[config.mk]
export PLATFORM = sky130hd
export DESIGN_NAME = sdc_supervisor
export DESIGN_NICKNAME = d
export VERILOG_FILES = /design/src/sdc_pkg.sv /design/src/sdc_tmr_if.sv /design/src/sdc_supervisor.sv /design/src/sdc_ms_timer.sv
export SDC_FILE = /design/constraint.sdc
export NUM_CORES = 1
export LEC_CHECK = 0
export BUFFER_PORTS_ARGS = -buffer_cell sky130_fd_sc_hd__buf_4
export CAP_MARGIN = 0
export CORE_ASPECT_RATIO = 0.8
export CORE_UTILIZATION = 40
export CTS_CLUSTER_DIAMETER = 60
export CTS_CLUSTER_SIZE = 16
export DETAILED_ROUTE_END_ITERATION = 12
export PLACE_DENSITY = 0.66
export SLEW_MARGIN = 10
export SYNTH_ARGS = -nofsm -noshare
export SYNTH_HDL_FRONTEND = slang
export SYNTH_SLANG_ARGS = --single-unit
[constraint.sdc]
create_clock -name sys_clk -period 1.9 [get_ports sys_clk]
set_clock_uncertainty 0.2 [all_clocks]
set_input_delay 0.095 -clock sys_clk [delete_from_list [all_inputs] [get_ports sys_clk]]
set_output_delay 0.095 -clock sys_clk [all_outputs]
set_load 0.02 [all_outputs]
[src/sdc_pkg.sv]
// Purpose: Shared constants and types for the servo start and stop supervisor.
// Assumes: sys_clk runs at 10 MHz; all control inputs are synchronous to it.
// Notes:   Display codes are three hex digits, one per seven-segment position.
package sdc_pkg;

  // ----------------------------------------------------------------------
  // Timing.
  // ----------------------------------------------------------------------
  localparam int unsigned CLK_PERIOD_NS = 100;
  localparam int unsigned MS_TIME_NS    = 1000000;
  localparam int unsigned TMR_W         = 16;
  // One millisecond in clock cycles, rounded up as a least time.
  localparam logic [TMR_W-1:0] MS_CYCLES_DEF =
    TMR_W'((MS_TIME_NS + CLK_PERIOD_NS - 1) / CLK_PERIOD_NS);
  localparam logic [TMR_W-1:0] TMR_ONE  = 16'h0001;
  localparam logic [TMR_W-1:0] TMR_ZERO = 16'h0000;

  // ----------------------------------------------------------------------
  // Widths and field positions.
  // ----------------------------------------------------------------------
  localparam int unsigned TQ_DLY_W = 8;
  localparam int unsigned STN_W    = 7;
  localparam int unsigned DISP_W   = 12;
  localparam int unsigned DO_W     = 4;
  localparam int unsigned DO_READY = 0;
  localparam int unsigned DO_MOVE  = 1;
  localparam int unsigned DO_ALARM = 2;
  localparam int unsigned DO_WARN  = 3;
  localparam logic [TQ_DLY_W-1:0] TQ_DLY_ZERO = 8'h00;
  localparam logic [DO_W-1:0]     DO_RESET    = 4'h0;
  localparam logic [STN_W-1:0]    STN_TEN     = 7'h0A;

  // ----------------------------------------------------------------------
  // Display and status codes.
  // ----------------------------------------------------------------------
  localparam logic [3:0]        DISP_LINK_WAIT = 4'hB;
  localparam logic [3:0]        DISP_NOT_READY = 4'hC;
  localparam logic [3:0]        DISP_READY     = 4'hD;
  localparam logic [DISP_W-1:0] ALM_ABS_LOST   = 12'hA25;
  localparam logic [DISP_W-1:0] WRN_FSTOP      = 12'hAE6;
  localparam logic [DISP_W-1:0] DISP_RESET     = 12'hB00;

  // Stop method at the travel limits.
  localparam logic LIM_STOP_LOCK  = 1'b0;
  localparam logic LIM_STOP_DECEL = 1'b1;

  // Drive power-stage state.
  typedef enum logic [2:0] {
    ST_OFF   = 3'b001,
    ST_ON    = 3'b010,
    ST_BRAKE = 3'b100
  } sdc_state_t;

endpackage

[src/sdc_tmr_if.sv]
// Purpose: Carrier between the supervisor and its millisecond timer.
// Assumes: One clock domain.
// Notes:   The supervisor loads a delay; the timer reports expiry as a level.
`timescale 1ns/1ps
interface sdc_tmr_if;
  import sdc_pkg::*;
  logic                load;
  logic [TQ_DLY_W-1:0] load_ms;
  logic                ms_tick;
  logic                expired;
  modport ctl (output load, output load_ms, input ms_tick, input expired);
  modport tmr (input load, input load_ms, output ms_tick, output expired);
endinterface

[src/sdc_supervisor.sv]
// Purpose: Enable, start and stop supervision of a servo drive power stage.
// Assumes: Inputs are synchronous to sys_clk; rst_n low stands for power off.
// Notes:   Input levels high mean on; forced stop and limits stop when low.
`timescale 1ns/1ps

// Behaviour
// - After power-up, display shows link-wait letter followed by station number.
// - Absolute detection with lost data raises alarm at power-up; servo-on refused.
// - That alarm clears only by power cycle; servo-on then becomes possible.
// - Enable off shuts base drive; motor coasts without dynamic brake.
// - Any alarm shuts base drive and engages the dynamic brake.
// - Forced stop off shuts base drive, brakes, raises forced-stop warning.
// - Limit off clears droop (lock method) or requests decel stop, stops, holds position; opposite direction allowed.
// - Forced stop released and enable on gives servo-on and ready output.
// - Target selected, a limit on, start rising begins motor rotation.
// - Forced-output test drives output pins directly with control power only.
// - Limit stop method and torque limit delay are selectable settings.
// - Move starts only on start rising edge; ignored while a move runs.
module sdc_supervisor
  import sdc_pkg::*;
#(
  parameter logic [TMR_W-1:0] MS_CYCLES = MS_CYCLES_DEF
) (
  input  wire logic                sys_clk,
  input  wire logic                rst_n,
  input  wire logic                main_power_in,
  input  wire logic                link_up_in,
  input  wire logic [STN_W-1:0]    station_no_in,
  input  wire logic                abs_detect_en_in,
  input  wire logic                abs_data_valid_in,
  input  wire logic                alarm_in,
  input  wire logic [DISP_W-1:0]   alarm_code_in,
  input  wire logic                servo_enable_in,
  input  wire logic                motion_start_in,
  input  wire logic                forced_stop_in,
  input  wire logic                fwd_travel_limit_in,
  input  wire logic                rev_travel_limit_in,
  input  wire logic                target_valid_in,
  input  wire logic                move_dir_fwd_in,
  input  wire logic                move_done_in,
  input  wire logic                limit_stop_sel_in,
  input  wire logic [TQ_DLY_W-1:0] torque_dly_ms_in,
  input  wire logic                do_test_in,
  input  wire logic [DO_W-1:0]     do_force_val_in,
  output logic                     base_drive_on,
  output logic                     dyn_brake_on,
  output logic                     servo_lock,
  output logic                     droop_clear,
  output logic                     limit_decel_stop,
  output logic                     ready_out,
  output logic                     move_start,
  output logic                     move_active,
  output logic                     move_dir_fwd,
  output logic                     torque_lim_en,
  output logic                     abs_position_lost_alarm,
  output logic                     forced_stop_warning,
  output logic                     alarm_active,
  output logic [DISP_W-1:0]        disp_code,
  output logic [DO_W-1:0]          do_pins
);

  // ----------------------------------------------------------------------
  // Helpers.
  // ----------------------------------------------------------------------
  // Converts a station number below one hundred into two BCD digits.
  function automatic logic [7:0] sdc_bcd2(input logic [STN_W-1:0] n);
    logic [STN_W-1:0] tens;
    logic [STN_W-1:0] ones;
    tens = n / STN_TEN;
    ones = n % STN_TEN;
    return {tens[3:0], ones[3:0]};
  endfunction

  sdc_tmr_if tmr_if ();

  sdc_state_t       state_r;
  sdc_state_t       state_nxt;
  logic             init_done_r;
  logic             abs_lost_r;
  logic             start_q_r;
  logic             fwd_q_r;
  logic             rev_q_r;
  logic             ready_r;
  logic             move_start_r;
  logic             move_active_r;
  logic             dir_fwd_r;
  logic             droop_clear_r;
  logic             decel_stop_r;
  logic             torque_en_r;
  logic [DISP_W-1:0] disp_r;
  logic [DO_W-1:0]  do_r;
  logic [DO_W-1:0]  do_normal;
  logic             any_alarm;
  logic             fstop_active;
  logic             start_rise;
  logic             dir_allowed;
  logic             start_ok;
  logic             limit_block;
  logic             limit_fell;
  logic             do_test_mode;

  // ----------------------------------------------------------------------
  // Stop causes.
  // ----------------------------------------------------------------------
  // An alarm is either the latched absolute loss or one raised elsewhere.
  assign any_alarm    = abs_lost_r | alarm_in;
  assign fstop_active = !forced_stop_in;

  // The absolute-loss check is taken once, on the first edge after power-up.
  // Only a fresh reset can clear it, which is how a power cycle recovers.
  always_ff @(posedge sys_clk or negedge rst_n) begin
    if (!rst_n) begin
      init_done_r <= 1'b0;
      abs_lost_r  <= 1'b0;
    end else if (!init_done_r) begin
      init_done_r <= 1'b1;
      abs_lost_r  <= abs_detect_en_in & !abs_data_valid_in;
    end
  end

  // ----------------------------------------------------------------------
  // Power stage state.
  // ----------------------------------------------------------------------
  // Braking causes are checked first so they win over everything else.
  always_comb begin
    if (any_alarm || fstop_active) begin
      state_nxt = ST_BRAKE;
    end else if (!servo_enable_in || !main_power_in || !init_done_r) begin
      state_nxt = ST_OFF;
    end else begin
      state_nxt = ST_ON;
    end
  end

  // The state register steers the base drive and brake directly.
  always_ff @(posedge sys_clk or negedge rst_n) begin
    if (!rst_n) begin
      state_r <= ST_OFF;
    end else begin
      state_r <= state_nxt;
    end
  end

  // Ready follows servo-on one cycle after the state settles.
  always_ff @(posedge sys_clk or negedge rst_n) begin
    if (!rst_n) begin
      ready_r <= 1'b0;
    end else begin
      ready_r <= (state_r == ST_ON);
    end
  end

  // ----------------------------------------------------------------------
  // Travel limits.
  // ----------------------------------------------------------------------
  // Previous limit levels, for detecting the moment a limit opens.
  always_ff @(posedge sys_clk or negedge rst_n) begin
    if (!rst_n) begin
      fwd_q_r <= 1'b1;
      rev_q_r <= 1'b1;
    end else begin
      fwd_q_r <= fwd_travel_limit_in;
      rev_q_r <= rev_travel_limit_in;
    end
  end

  assign limit_fell  = (fwd_q_r & !fwd_travel_limit_in) | (rev_q_r & !rev_travel_limit_in);
  // A move heading into an open limit must stop; the other way stays free.
  assign limit_block = move_active_r &&
                       ((dir_fwd_r && !fwd_travel_limit_in) || (!dir_fwd_r && !rev_travel_limit_in));

  // The selected method decides between an immediate droop clear with
  // servo lock and a decelerating stop request, each a one-cycle pulse.
  always_ff @(posedge sys_clk or negedge rst_n) begin
    if (!rst_n) begin
      droop_clear_r <= 1'b0;
      decel_stop_r  <= 1'b0;
    end else begin
      droop_clear_r <= (state_r == ST_ON) && (limit_fell || limit_block) &&
                       (limit_stop_sel_in == LIM_STOP_LOCK);
      decel_stop_r  <= (state_r == ST_ON) && limit_block &&
                       (limit_stop_sel_in == LIM_STOP_DECEL);
    end
  end

  // ----------------------------------------------------------------------
  // Start handling.
  // ----------------------------------------------------------------------
  // Previous start level, for the rising-edge detector.
  always_ff @(posedge sys_clk or negedge rst_n) begin
    if (!rst_n) begin
      start_q_r <= 1'b0;
    end else begin
      start_q_r <= motion_start_in;
    end
  end

  // A start held high across power-up is not taken as an edge, since the
  // remembered level resets low only while the stage is still off.
  assign start_rise  = motion_start_in & !start_q_r;
  assign dir_allowed = move_dir_fwd_in ? fwd_travel_limit_in : rev_travel_limit_in;
  assign start_ok    = start_rise && (state_r == ST_ON) && target_valid_in &&
                       (fwd_travel_limit_in || rev_travel_limit_in) &&
                       dir_allowed && !move_active_r;

  // One start pulse per accepted edge; a move ends on completion, a limit
  // in its own direction, or the stage leaving servo-on.
  always_ff @(posedge sys_clk or negedge rst_n) begin
    if (!rst_n) begin
      move_start_r  <= 1'b0;
      move_active_r <= 1'b0;
      dir_fwd_r     <= 1'b0;
    end else begin
      move_start_r <= start_ok;
      if (start_ok) begin
        move_active_r <= 1'b1;
        dir_fwd_r     <= move_dir_fwd_in;
      end else if (move_done_in || limit_block || state_r != ST_ON) begin
        move_active_r <= 1'b0;
      end
    end
  end

  // ----------------------------------------------------------------------
  // Torque limit delay.
  // ----------------------------------------------------------------------
  // Entering servo-on loads the delay; the limit engages once it runs out.
  assign tmr_if.load    = (state_nxt == ST_ON) && (state_r != ST_ON);
  assign tmr_if.load_ms = torque_dly_ms_in;

  always_ff @(posedge sys_clk or negedge rst_n) begin
    if (!rst_n) begin
      torque_en_r <= 1'b0;
    end else begin
      torque_en_r <= (state_r == ST_ON) && tmr_if.expired;
    end
  end

  sdc_ms_timer #(
    .MS_CYCLES (MS_CYCLES)
  ) u_timer (
    .sys_clk (sys_clk),
    .rst_n   (rst_n),
    .tmr     (tmr_if.tmr)
  );

  // ----------------------------------------------------------------------
  // Display.
  // ----------------------------------------------------------------------
  // Alarms outrank the forced-stop warning, which outranks link and ready
  // status; status shows a letter followed by the station number.
  always_ff @(posedge sys_clk or negedge rst_n) begin
    if (!rst_n) begin
      disp_r <= DISP_RESET;
    end else if (abs_lost_r) begin
      disp_r <= ALM_ABS_LOST;
    end else if (alarm_in) begin
      disp_r <= alarm_code_in;
    end else if (fstop_active) begin
      disp_r <= WRN_FSTOP;
    end else if (!link_up_in) begin
      disp_r <= {DISP_LINK_WAIT, sdc_bcd2(station_no_in)};
    end else if (state_r == ST_ON) begin
      disp_r <= {DISP_READY, sdc_bcd2(station_no_in)};
    end else begin
      disp_r <= {DISP_NOT_READY, sdc_bcd2(station_no_in)};
    end
  end

  // ----------------------------------------------------------------------
  // Output pins.
  // ----------------------------------------------------------------------
  // Forced output is honoured only while the main supply is off.
  assign do_test_mode = do_test_in && !main_power_in;

  assign do_normal[DO_READY] = ready_r;
  assign do_normal[DO_MOVE]  = move_active_r;
  assign do_normal[DO_ALARM] = any_alarm;
  assign do_normal[DO_WARN]  = fstop_active;

  // Each pin picks either its status bit or its forced value.
  for (genvar i = 0; i < DO_W; i++) begin : g_do
    always_ff @(posedge sys_clk or negedge rst_n) begin
      if (!rst_n) begin
        do_r[i] <= DO_RESET[i];
      end else begin
        do_r[i] <= do_test_mode ? do_force_val_in[i] : do_normal[i];
      end
    end
  end

  // ----------------------------------------------------------------------
  // Outputs.
  // ----------------------------------------------------------------------
  // Coasting is base drive off with the brake released.
  assign base_drive_on           = (state_r == ST_ON);
  assign dyn_brake_on            = (state_r == ST_BRAKE);
  assign servo_lock              = (state_r == ST_ON) && !move_active_r &&
                                   (!fwd_travel_limit_in || !rev_travel_limit_in);
  assign droop_clear             = droop_clear_r;
  assign limit_decel_stop        = decel_stop_r;
  assign ready_out               = ready_r;
  assign move_start              = move_start_r;
  assign move_active             = move_active_r;
  assign move_dir_fwd            = dir_fwd_r;
  assign torque_lim_en           = torque_en_r;
  assign abs_position_lost_alarm = abs_lost_r;
  assign forced_stop_warning     = fstop_active;
  assign alarm_active            = any_alarm;
  assign disp_code               = disp_r;
  assign do_pins                 = do_r;

endmodule

[src/sdc_ms_timer.sv]
// Purpose: Millisecond tick source and loadable millisecond down counter.
// Assumes: MS_CYCLES is the number of sys_clk cycles in one millisecond.
// Notes:   Expired reads high once the loaded delay has run out.
`timescale 1ns/1ps
module sdc_ms_timer
  import sdc_pkg::*;
#(
  parameter logic [TMR_W-1:0] MS_CYCLES = MS_CYCLES_DEF
) (
  input  wire logic sys_clk,
  input  wire logic rst_n,
  sdc_tmr_if.tmr    tmr
);

  logic [TMR_W-1:0]    presc_r;
  logic                tick_r;
  logic [TQ_DLY_W-1:0] ms_left_r;

  // ----------------------------------------------------------------------
  // Prescaler.
  // ----------------------------------------------------------------------
  // A free-running divider yields a one-cycle tick every millisecond.
  always_ff @(posedge sys_clk or negedge rst_n) begin
    if (!rst_n) begin
      presc_r <= TMR_ZERO;
      tick_r  <= 1'b0;
    end else if (presc_r == MS_CYCLES - TMR_ONE) begin
      presc_r <= TMR_ZERO;
      tick_r  <= 1'b1;
    end else begin
      presc_r <= presc_r + TMR_ONE;
      tick_r  <= 1'b0;
    end
  end

  // ----------------------------------------------------------------------
  // Delay counter.
  // ----------------------------------------------------------------------
  // A load restarts the count; each tick then takes one millisecond off.
  always_ff @(posedge sys_clk or negedge rst_n) begin
    if (!rst_n) begin
      ms_left_r <= TQ_DLY_ZERO;
    end else if (tmr.load) begin
      ms_left_r <= tmr.load_ms;
    end else if (tick_r && ms_left_r != TQ_DLY_ZERO) begin
      ms_left_r <= ms_left_r - TQ_DLY_W'(1);
    end
  end

  assign tmr.ms_tick = tick_r;
  assign tmr.expired = (ms_left_r == TQ_DLY_ZERO) && !tmr.load;

endmodule

==> results_dict.tcl, run 1 <==
set metrics [dict create \
    die_w_um 94.2 \
    synth_fp_nets 312 \
    areaGrowthSynthToFinish_pct 58.3 \
    clock.fmax_mhz 538 \
    p_per_area_nw_per_um2 724 \
    post-place-cells 439 \
    dr.first_iter.drc_count 66 \
    wl_per_cell_um 13.5 \
    first_pass_iters 4 \
    setup_violations 0 \
    yosys_warnings 0 \
    clk_latency_ns 0.31 \
    grt-ovfl-total 0 \
    max_cap_viol_count 0 \
    h-tree-depth 2 \
    die_height_um 75.7 \
    r2r_slack_ns 0.04 \
    start_util_pct 42.0 \
    period_share_pct 97.9 \
    drc 0 \
    num_rows 26 \
    grt_max_degree 57 \
    r2r_end "u_timer.ms_left_r[4]$_DFFE_PN0P_" \
    grt_pass1_vias 2372 \
    grt_usage_pct 19.8 \
    finalHoldViolCount 0 \
    syn_area_um2 2720 \
    n_antenna_cell 0 \
    cp.required_ns 1.95 \
    io_buffers 76 \
    tritoncts "built" \
    cts_root_buf "clkbuf_8" \
    ys_seq_area_share_pct 51.8 \
    reg2regPathDepth 8 \
    hold_end "disp_code[10]$_DFF_PN0_" \
    finalWirelength_mm 6.69 \
    ys_seq_elements 56 \
    fin_nets 464 \
    vias 2423 \
    worstReg2RegStart "u_timer.ms_left_r[0]$_DFFE_PN0P_" \
    worstSetupEndpointType "flip-flop" \
    hpwlAfterDp_mm 4.45 \
    drive_gt1_share_pct 36.3 \
    relSlewSlack_pct 53.5 \
    crit_arrival_ns 1.91 \
    p_leak_nw 2.02 \
    antenna_left 0 \
    io_pins 77 \
    min_period_ns 1.86 \
    final_util_pct 66.5 \
    cts.path.max_buffers 2 \
    cts.reportedPaths.clkPinSlew_ns 0.10 \
    nFillCells 490 \
    antenna_found_initial 0 \
    synth_cells 260 \
    synthDistinctLibCells 49 \
    drv_slew 0 \
    layout_commonest_cell "buf_4" \
    drt-vias-per-instance 4.88 \
    ir_worst_vdd_mv 0.351 \
    fin_cells 497 \
    rsz0062_at_grt "true" \
    worst-setup-path-type "flip-flop to flip-flop" \
    ys_async_sr_fraction_pct 100 \
    status "finished, final reports clean" \
    layout_common_cells "buf_4 (108), dfrtp_1 (50), dlygate4sd3_1 (45), nor2_1 (24), nand2_1 (20)" \
    grt_pass1_wl_mm 10.8 \
    synth_ff_type "dfrtp_1" \
    cp-start-kind "flip-flop" \
    avgSynthCellArea_um2 10.5 \
    cts.sinks 56 \
    synth-edff-count 0 \
    place.gp.congestion 0.773 \
    dieArea_um2 7130 \
    tightest_slew_ns 0.697 \
    cts_buffers 5 \
    worstPathMaxFanout 4 \
    design.core.area_um2 6470 \
    hold_start "alarm_in" \
    hold_class "primary input to flip-flop" \
    min_delay_path_depth 4 \
]
[layer usage]
metal	vias up	share of wire [%]	global-route usage, %	routed length, um
met5	-	0	0	0
met4	0	1.3	6.15	87
met3	9	4.6	4.59	305
met2	57	49	33.6	3250
met1	1149	46	25.5	3050
li1	1208	-	-	-
[report_power, final]
part	switching (W)	internal [W]	leakage (nW)	total, W
Sequential	0.0000675	0.00128	0.695	0.00135
Clock	0.000398	0.000659	0.0784	0.00106
Combinational	0.000304	0.000405	1.25	0.000708
[critical path, cell delays in order, from the launching register on]
cell,delay [ns]
dfrtp_1,0.38
inv_2,0.05
ha_2,0.17
nor3b_4,0.15
nand2_2,0.10
nand3_2,0.08
or3_1,0.39
xor2_1,0.15
o21ai_1,0.13
[stage by stage]
| stage | hold slack, ns | setup TNS, ns | instance area [um2] | total power, W | setup WS (ns) |
|---|---|---|---|---|---|
| floorplan | -0.401 | -0.209 | 2770 | 0.00164 | -0.0619 |
| global placement | -0.0152 | -0.464 | 3610 | 0.00192 | -0.187 |
| detailed placement | -0.00776 | -0.680 | 3610 | 0.00193 | -0.266 |
| CTS | 0.00948 | 0 | 4220 | 0.00307 | 0.00796 |
| global route | 0.0433 | -0.113 | 4300 | 0.00326 | -0.0597 |
| finish | 0.00130 | 0 | 4300 | 0.00311 | 0.0400 |
[Yosys cell counts (4+ instances only)]
library cell / n / area (um2)
dfrtp_1: 50 / 1250
nor2_1: 25 / 93.8
nand2_1: 22 / 82.6
inv_1: 14 / 52.6
o21ai_0: 11 / 55.1
xnor2_1: 11 / 96.3
xor2_1: 11 / 96.3
nand2b_1: 9 / 56.3
nand3_1: 8 / 40.0
nor3_1: 7 / 35.0
a21oi_1: 6 / 30.0
dfstp_2: 6 / 158
mux2_2: 6 / 67.6
clkbuf_1: 5 / 18.8
ha_1: 4 / 50.1
mux2i_1: 4 / 40.0
nand4_1: 4 / 25.0
nor2b_1: 4 / 25.0
[worst max-delay path by stage]
stage / from / end / slack, ns / cells past startpoint
global route: u_timer.ms_left_r[0]$_DFFE_PN0P_ / u_timer.ms_left_r[4]$_DFFE_PN0P_ / -0.06 / 8
finish: u_timer.ms_left_r[0]$_DFFE_PN0P_ / u_timer.ms_left_r[4]$_DFFE_PN0P_ / 0.04 / 8
detailed placement: station_no_in[3] / disp_code[1]$_DFF_PN0_ / -0.27 / 9
global placement: station_no_in[3] / disp_code[2]$_DFF_PN0_ / -0.19 / 9
floorplan: station_no_in[6] / disp_code[1]$_DFF_PN0_ / -0.06 / 9
CTS: u_timer.ms_left_r[0]$_DFFE_PN0P_ / u_timer.ms_left_r[7]$_DFFE_PN0P_ / 0.008 / 8
[flip-flops by register name (all words and copies together), names as in the netlist, 3 cells and up]
register	cells
state_r	3
u_timer.ms_left_r	8
do_pins	4
u_timer.presc_r	16
disp_code	12
[cell families (layout without fill, tap and decap cells)]
logic type	after synthesis	count (layout)	synth area share (%)
mux	10	10	3.96
fa+ha+maj	4	4	1.84
compound gates	41	41	11.2
flops	56	56	51.8
simple gates	103	103	20.1
xor+xnor	22	22	7.09
buf+inv	23	176	3.82
other cells	1	1	0.138
[final cells by class]
type | count | area [um2] | area share [%]
Inverter | 14 | 52.6 | 1.22
Clock inverter | 3 | 90.1 | 2.09
Multi-Input combinational cell | 181 | 1300 | 30.1
Sequential cell | 56 | 1410 | 32.7
Timing Repair Buffer | 154 | 1280 | 29.8
Tap cell | 84 | 105 | 2.44
Clock buffer | 5 | 68.8 | 1.60
[repair_timing]
action	4_1_cts	5_1_grt
hold buffers	45	0
pin swaps	0	7
setup buffers	1	5
endpoints found under the setup margin	4	12
cloned	0	0
endpoints found under the hold margin	86	0
gates resized for setup	3	10
(Power assumes the default switching activity.)
==> run 2: changes to the inputs <==
==> constraint.sdc (replaced) <==
create_clock -name sys_clk -period 1.65 [get_ports sys_clk]
set_clock_uncertainty 0.2 [all_clocks]
set_input_delay 0.0825 -clock sys_clk [delete_from_list [all_inputs] [get_ports sys_clk]]
set_output_delay 0.0825 -clock sys_clk [all_outputs]
set_load 0.02 [all_outputs]
==> results_dict.tcl, run 2 (synthesis gave the netlist of run 1 again) <==
set metrics [dict create \
    status "finished with violations" \
    violations "hold timing, setup timing" \
    ir_worst_vdd_mv 0.347 \
    fin_area_um2 4690 \
    grt_pass1_vias 2624 \
    wl_per_cell_um 14.7 \
    worstReg2RegStart "state_r[2]$_DFF_PN0_" \
    antenna_left 0 \
    drc 0 \
    drive_gt1_share_pct 45.5 \
    finalHoldViolCount 11 \
    setup_slack_ns -0.192 \
    r2r_end "move_dir_fwd$_DFFE_PN0P_" \
    grt-ovfl-total 0 \
    max_stage_delay_ns 0.41 \
    cts.sinks 56 \
    max_cap_viol_count 0 \
    wl_met3_um 382 \
    tritoncts "built" \
    grt_pass1_wl_mm 12.4 \
    fin_nets 486 \
    h-tree-depth 2 \
    path_depth 4 \
    n_antenna_cell 0 \
    path_cells "or3b_4, buf_12, a211oi_2, buf_4" \
    slowest_stage "or3b_4" \
    worst-setup-path-type "flip-flop to output pin" \
    cp.required_ns 1.37 \
    antenna_found_initial 0 \
    finalWirelength_mm 7.62 \
    placed_area_um2 3810 \
    seqCellArea_um2 1410 \
    hold_ws_ns -0.0253 \
    num_rows 26 \
    min_delay_path_depth 3 \
    rsz0062_at_grt "true" \
    period_share_pct 112 \
    hold_end "disp_code[0]$_DFF_PN0_" \
    cts.reportedPaths.clkPinSlew_ns 0.10 \
    areaGrowthSynthToFinish_pct 72.5 \
    first_pass_iters 4 \
    nFillCells 432 \
    cts.path.max_buffers 2 \
    worstPathMaxFanout 2 \
    dr.first_iter.drc_count 67 \
    die_height_um 75.7 \
    min_period_ns 1.84 \
    clk_latency_ns 0.31 \
    post-place-cells 461 \
    grt_usage_pct 22.9 \
    drv_slew 0 \
    cp-start-kind "flip-flop" \
    crit_buf_inv 2 \
    die_w_um 94.2 \
    setup_violations 13 \
    layout_commonest_cell "buf_4" \
    largest_register_ffs 16 \
    critPathTopFamily "simple AND/OR/NAND/NOR gates" \
    met1_length_mm 3.38 \
    grt_max_degree 37 \
    top_layer_used "met4" \
    cts_root_buf "clkbuf_8" \
    hpwlAfterDp_mm 4.98 \
    crit_arrival_ns 1.56 \
    place.gp.congestion 0.888 \
    regMostFlops "u_timer.presc_r" \
    reg2regPathDepth 5 \
    layout_common_cells "buf_4 (121), dfrtp_1 (50), dlygate4sd3_1 (40), nor2_1 (21), nand2_1 (17)" \
    r2r_slack_ns -0.18 \
    start_util_pct 42.0 \
    design.core.area_um2 6470 \
    hold_start "alarm_in" \
    fin_cells 519 \
    vias 2577 \
    p_per_area_nw_per_um2 708 \
    dieArea_um2 7130 \
    wl_met2_mm 3.76 \
    drt-vias-per-instance 4.97 \
    worstSetupEndpointType "output pin" \
    io_buffers 76 \
    p_leak_nw 2.17 \
    io_pins 77 \
    startpoint "state_r[2]$_DFF_PN0_" \
    multi_input_area_um2 1500 \
    clock.fmax_mhz 543 \
    cts_buffers 5 \
    hold_class "primary input to flip-flop" \
]
run 2: cell count changes in the layout (fill, tap and decap cells not counted), moves of 5 or more:
cell / change
buf_4: +13
buf_6: +9
dlygate4sd3_1: -5
o21ai_0: -5
o21ai_1: +5
run 2: repair_timing:
action                                 CTS  global route
buffers inserted                         8             2
endpoints found under the hold margin   90             3
setup endpoints to repair               14            44
gates cloned                             1             0
gates resized for setup                 46            17
hold buffers                            41             1
pin swaps                               18            15
run 2: power breakdown:
group	leakage (nW)	total [W]	internal, W	switching (W)
combinational	1.43	0.000981	0.000552	0.000429
clock	0.0455	0.000786	0.000344	0.000442
sequential	0.695	0.00155	0.00148	0.0000751
run 2: layout make-up:
class / instances / share of cell area (%)
inverter: 14 / 1.17
clock buffer: 8 / 1.92
timing repair buffer: 176 / 32.6
tap: 84 / 2.24
sequential: 56 / 30.1
multi-input combinational: 181 / 32.0
run 2: worst min-delay path: cells and delay by family:
kind                   cells  cell delay, ns
buffers and inverters      2            0.22
AOI/OAI and AO/OA          1            0.14
run 2: worst max-delay path by stage:
stage,end,slack (ns)
4_1_cts,servo_lock,-0.22
3_5_place_dp,disp_code[1]$_DFF_PN0_,-0.53
3_3_place_gp,disp_code[2]$_DFF_PN0_,-0.42
2_1_floorplan,disp_code[1]$_DFF_PN0_,-0.30
6_report,servo_lock,-0.19
5_1_grt,u_timer.ms_left_r[7]$_DFFE_PN0P_,-0.24
run 2: metrics by stage:
stage / util [%] / TNS, ns / worst slack, ns / hold WS (ns) / total power [W]
finish: 72.4 / -1.65 / -0.192 / -0.0253 / 0.00332
global route: 72.4 / -2.59 / -0.243 / 0.00511 / 0.00349
CTS: 71.4 / -4.34 / -0.219 / 0.000404 / 0.00330
detailed placement: 58.9 / -2.92 / -0.532 / -0.215 / 0.00230
global placement: 58.9 / -2.40 / -0.420 / -0.217 / 0.00228
floorplan: - / -2.77 / -0.299 / -0.413 / 0.00189
run 2: layer usage:
layer  vias to the layer above  global-route usage (%)
met1                      1242                    29.5
met5                         -                       0
met2                        64                    38.6
met4                         0                    6.32
li1                       1261                       -
met3                        10                    5.89
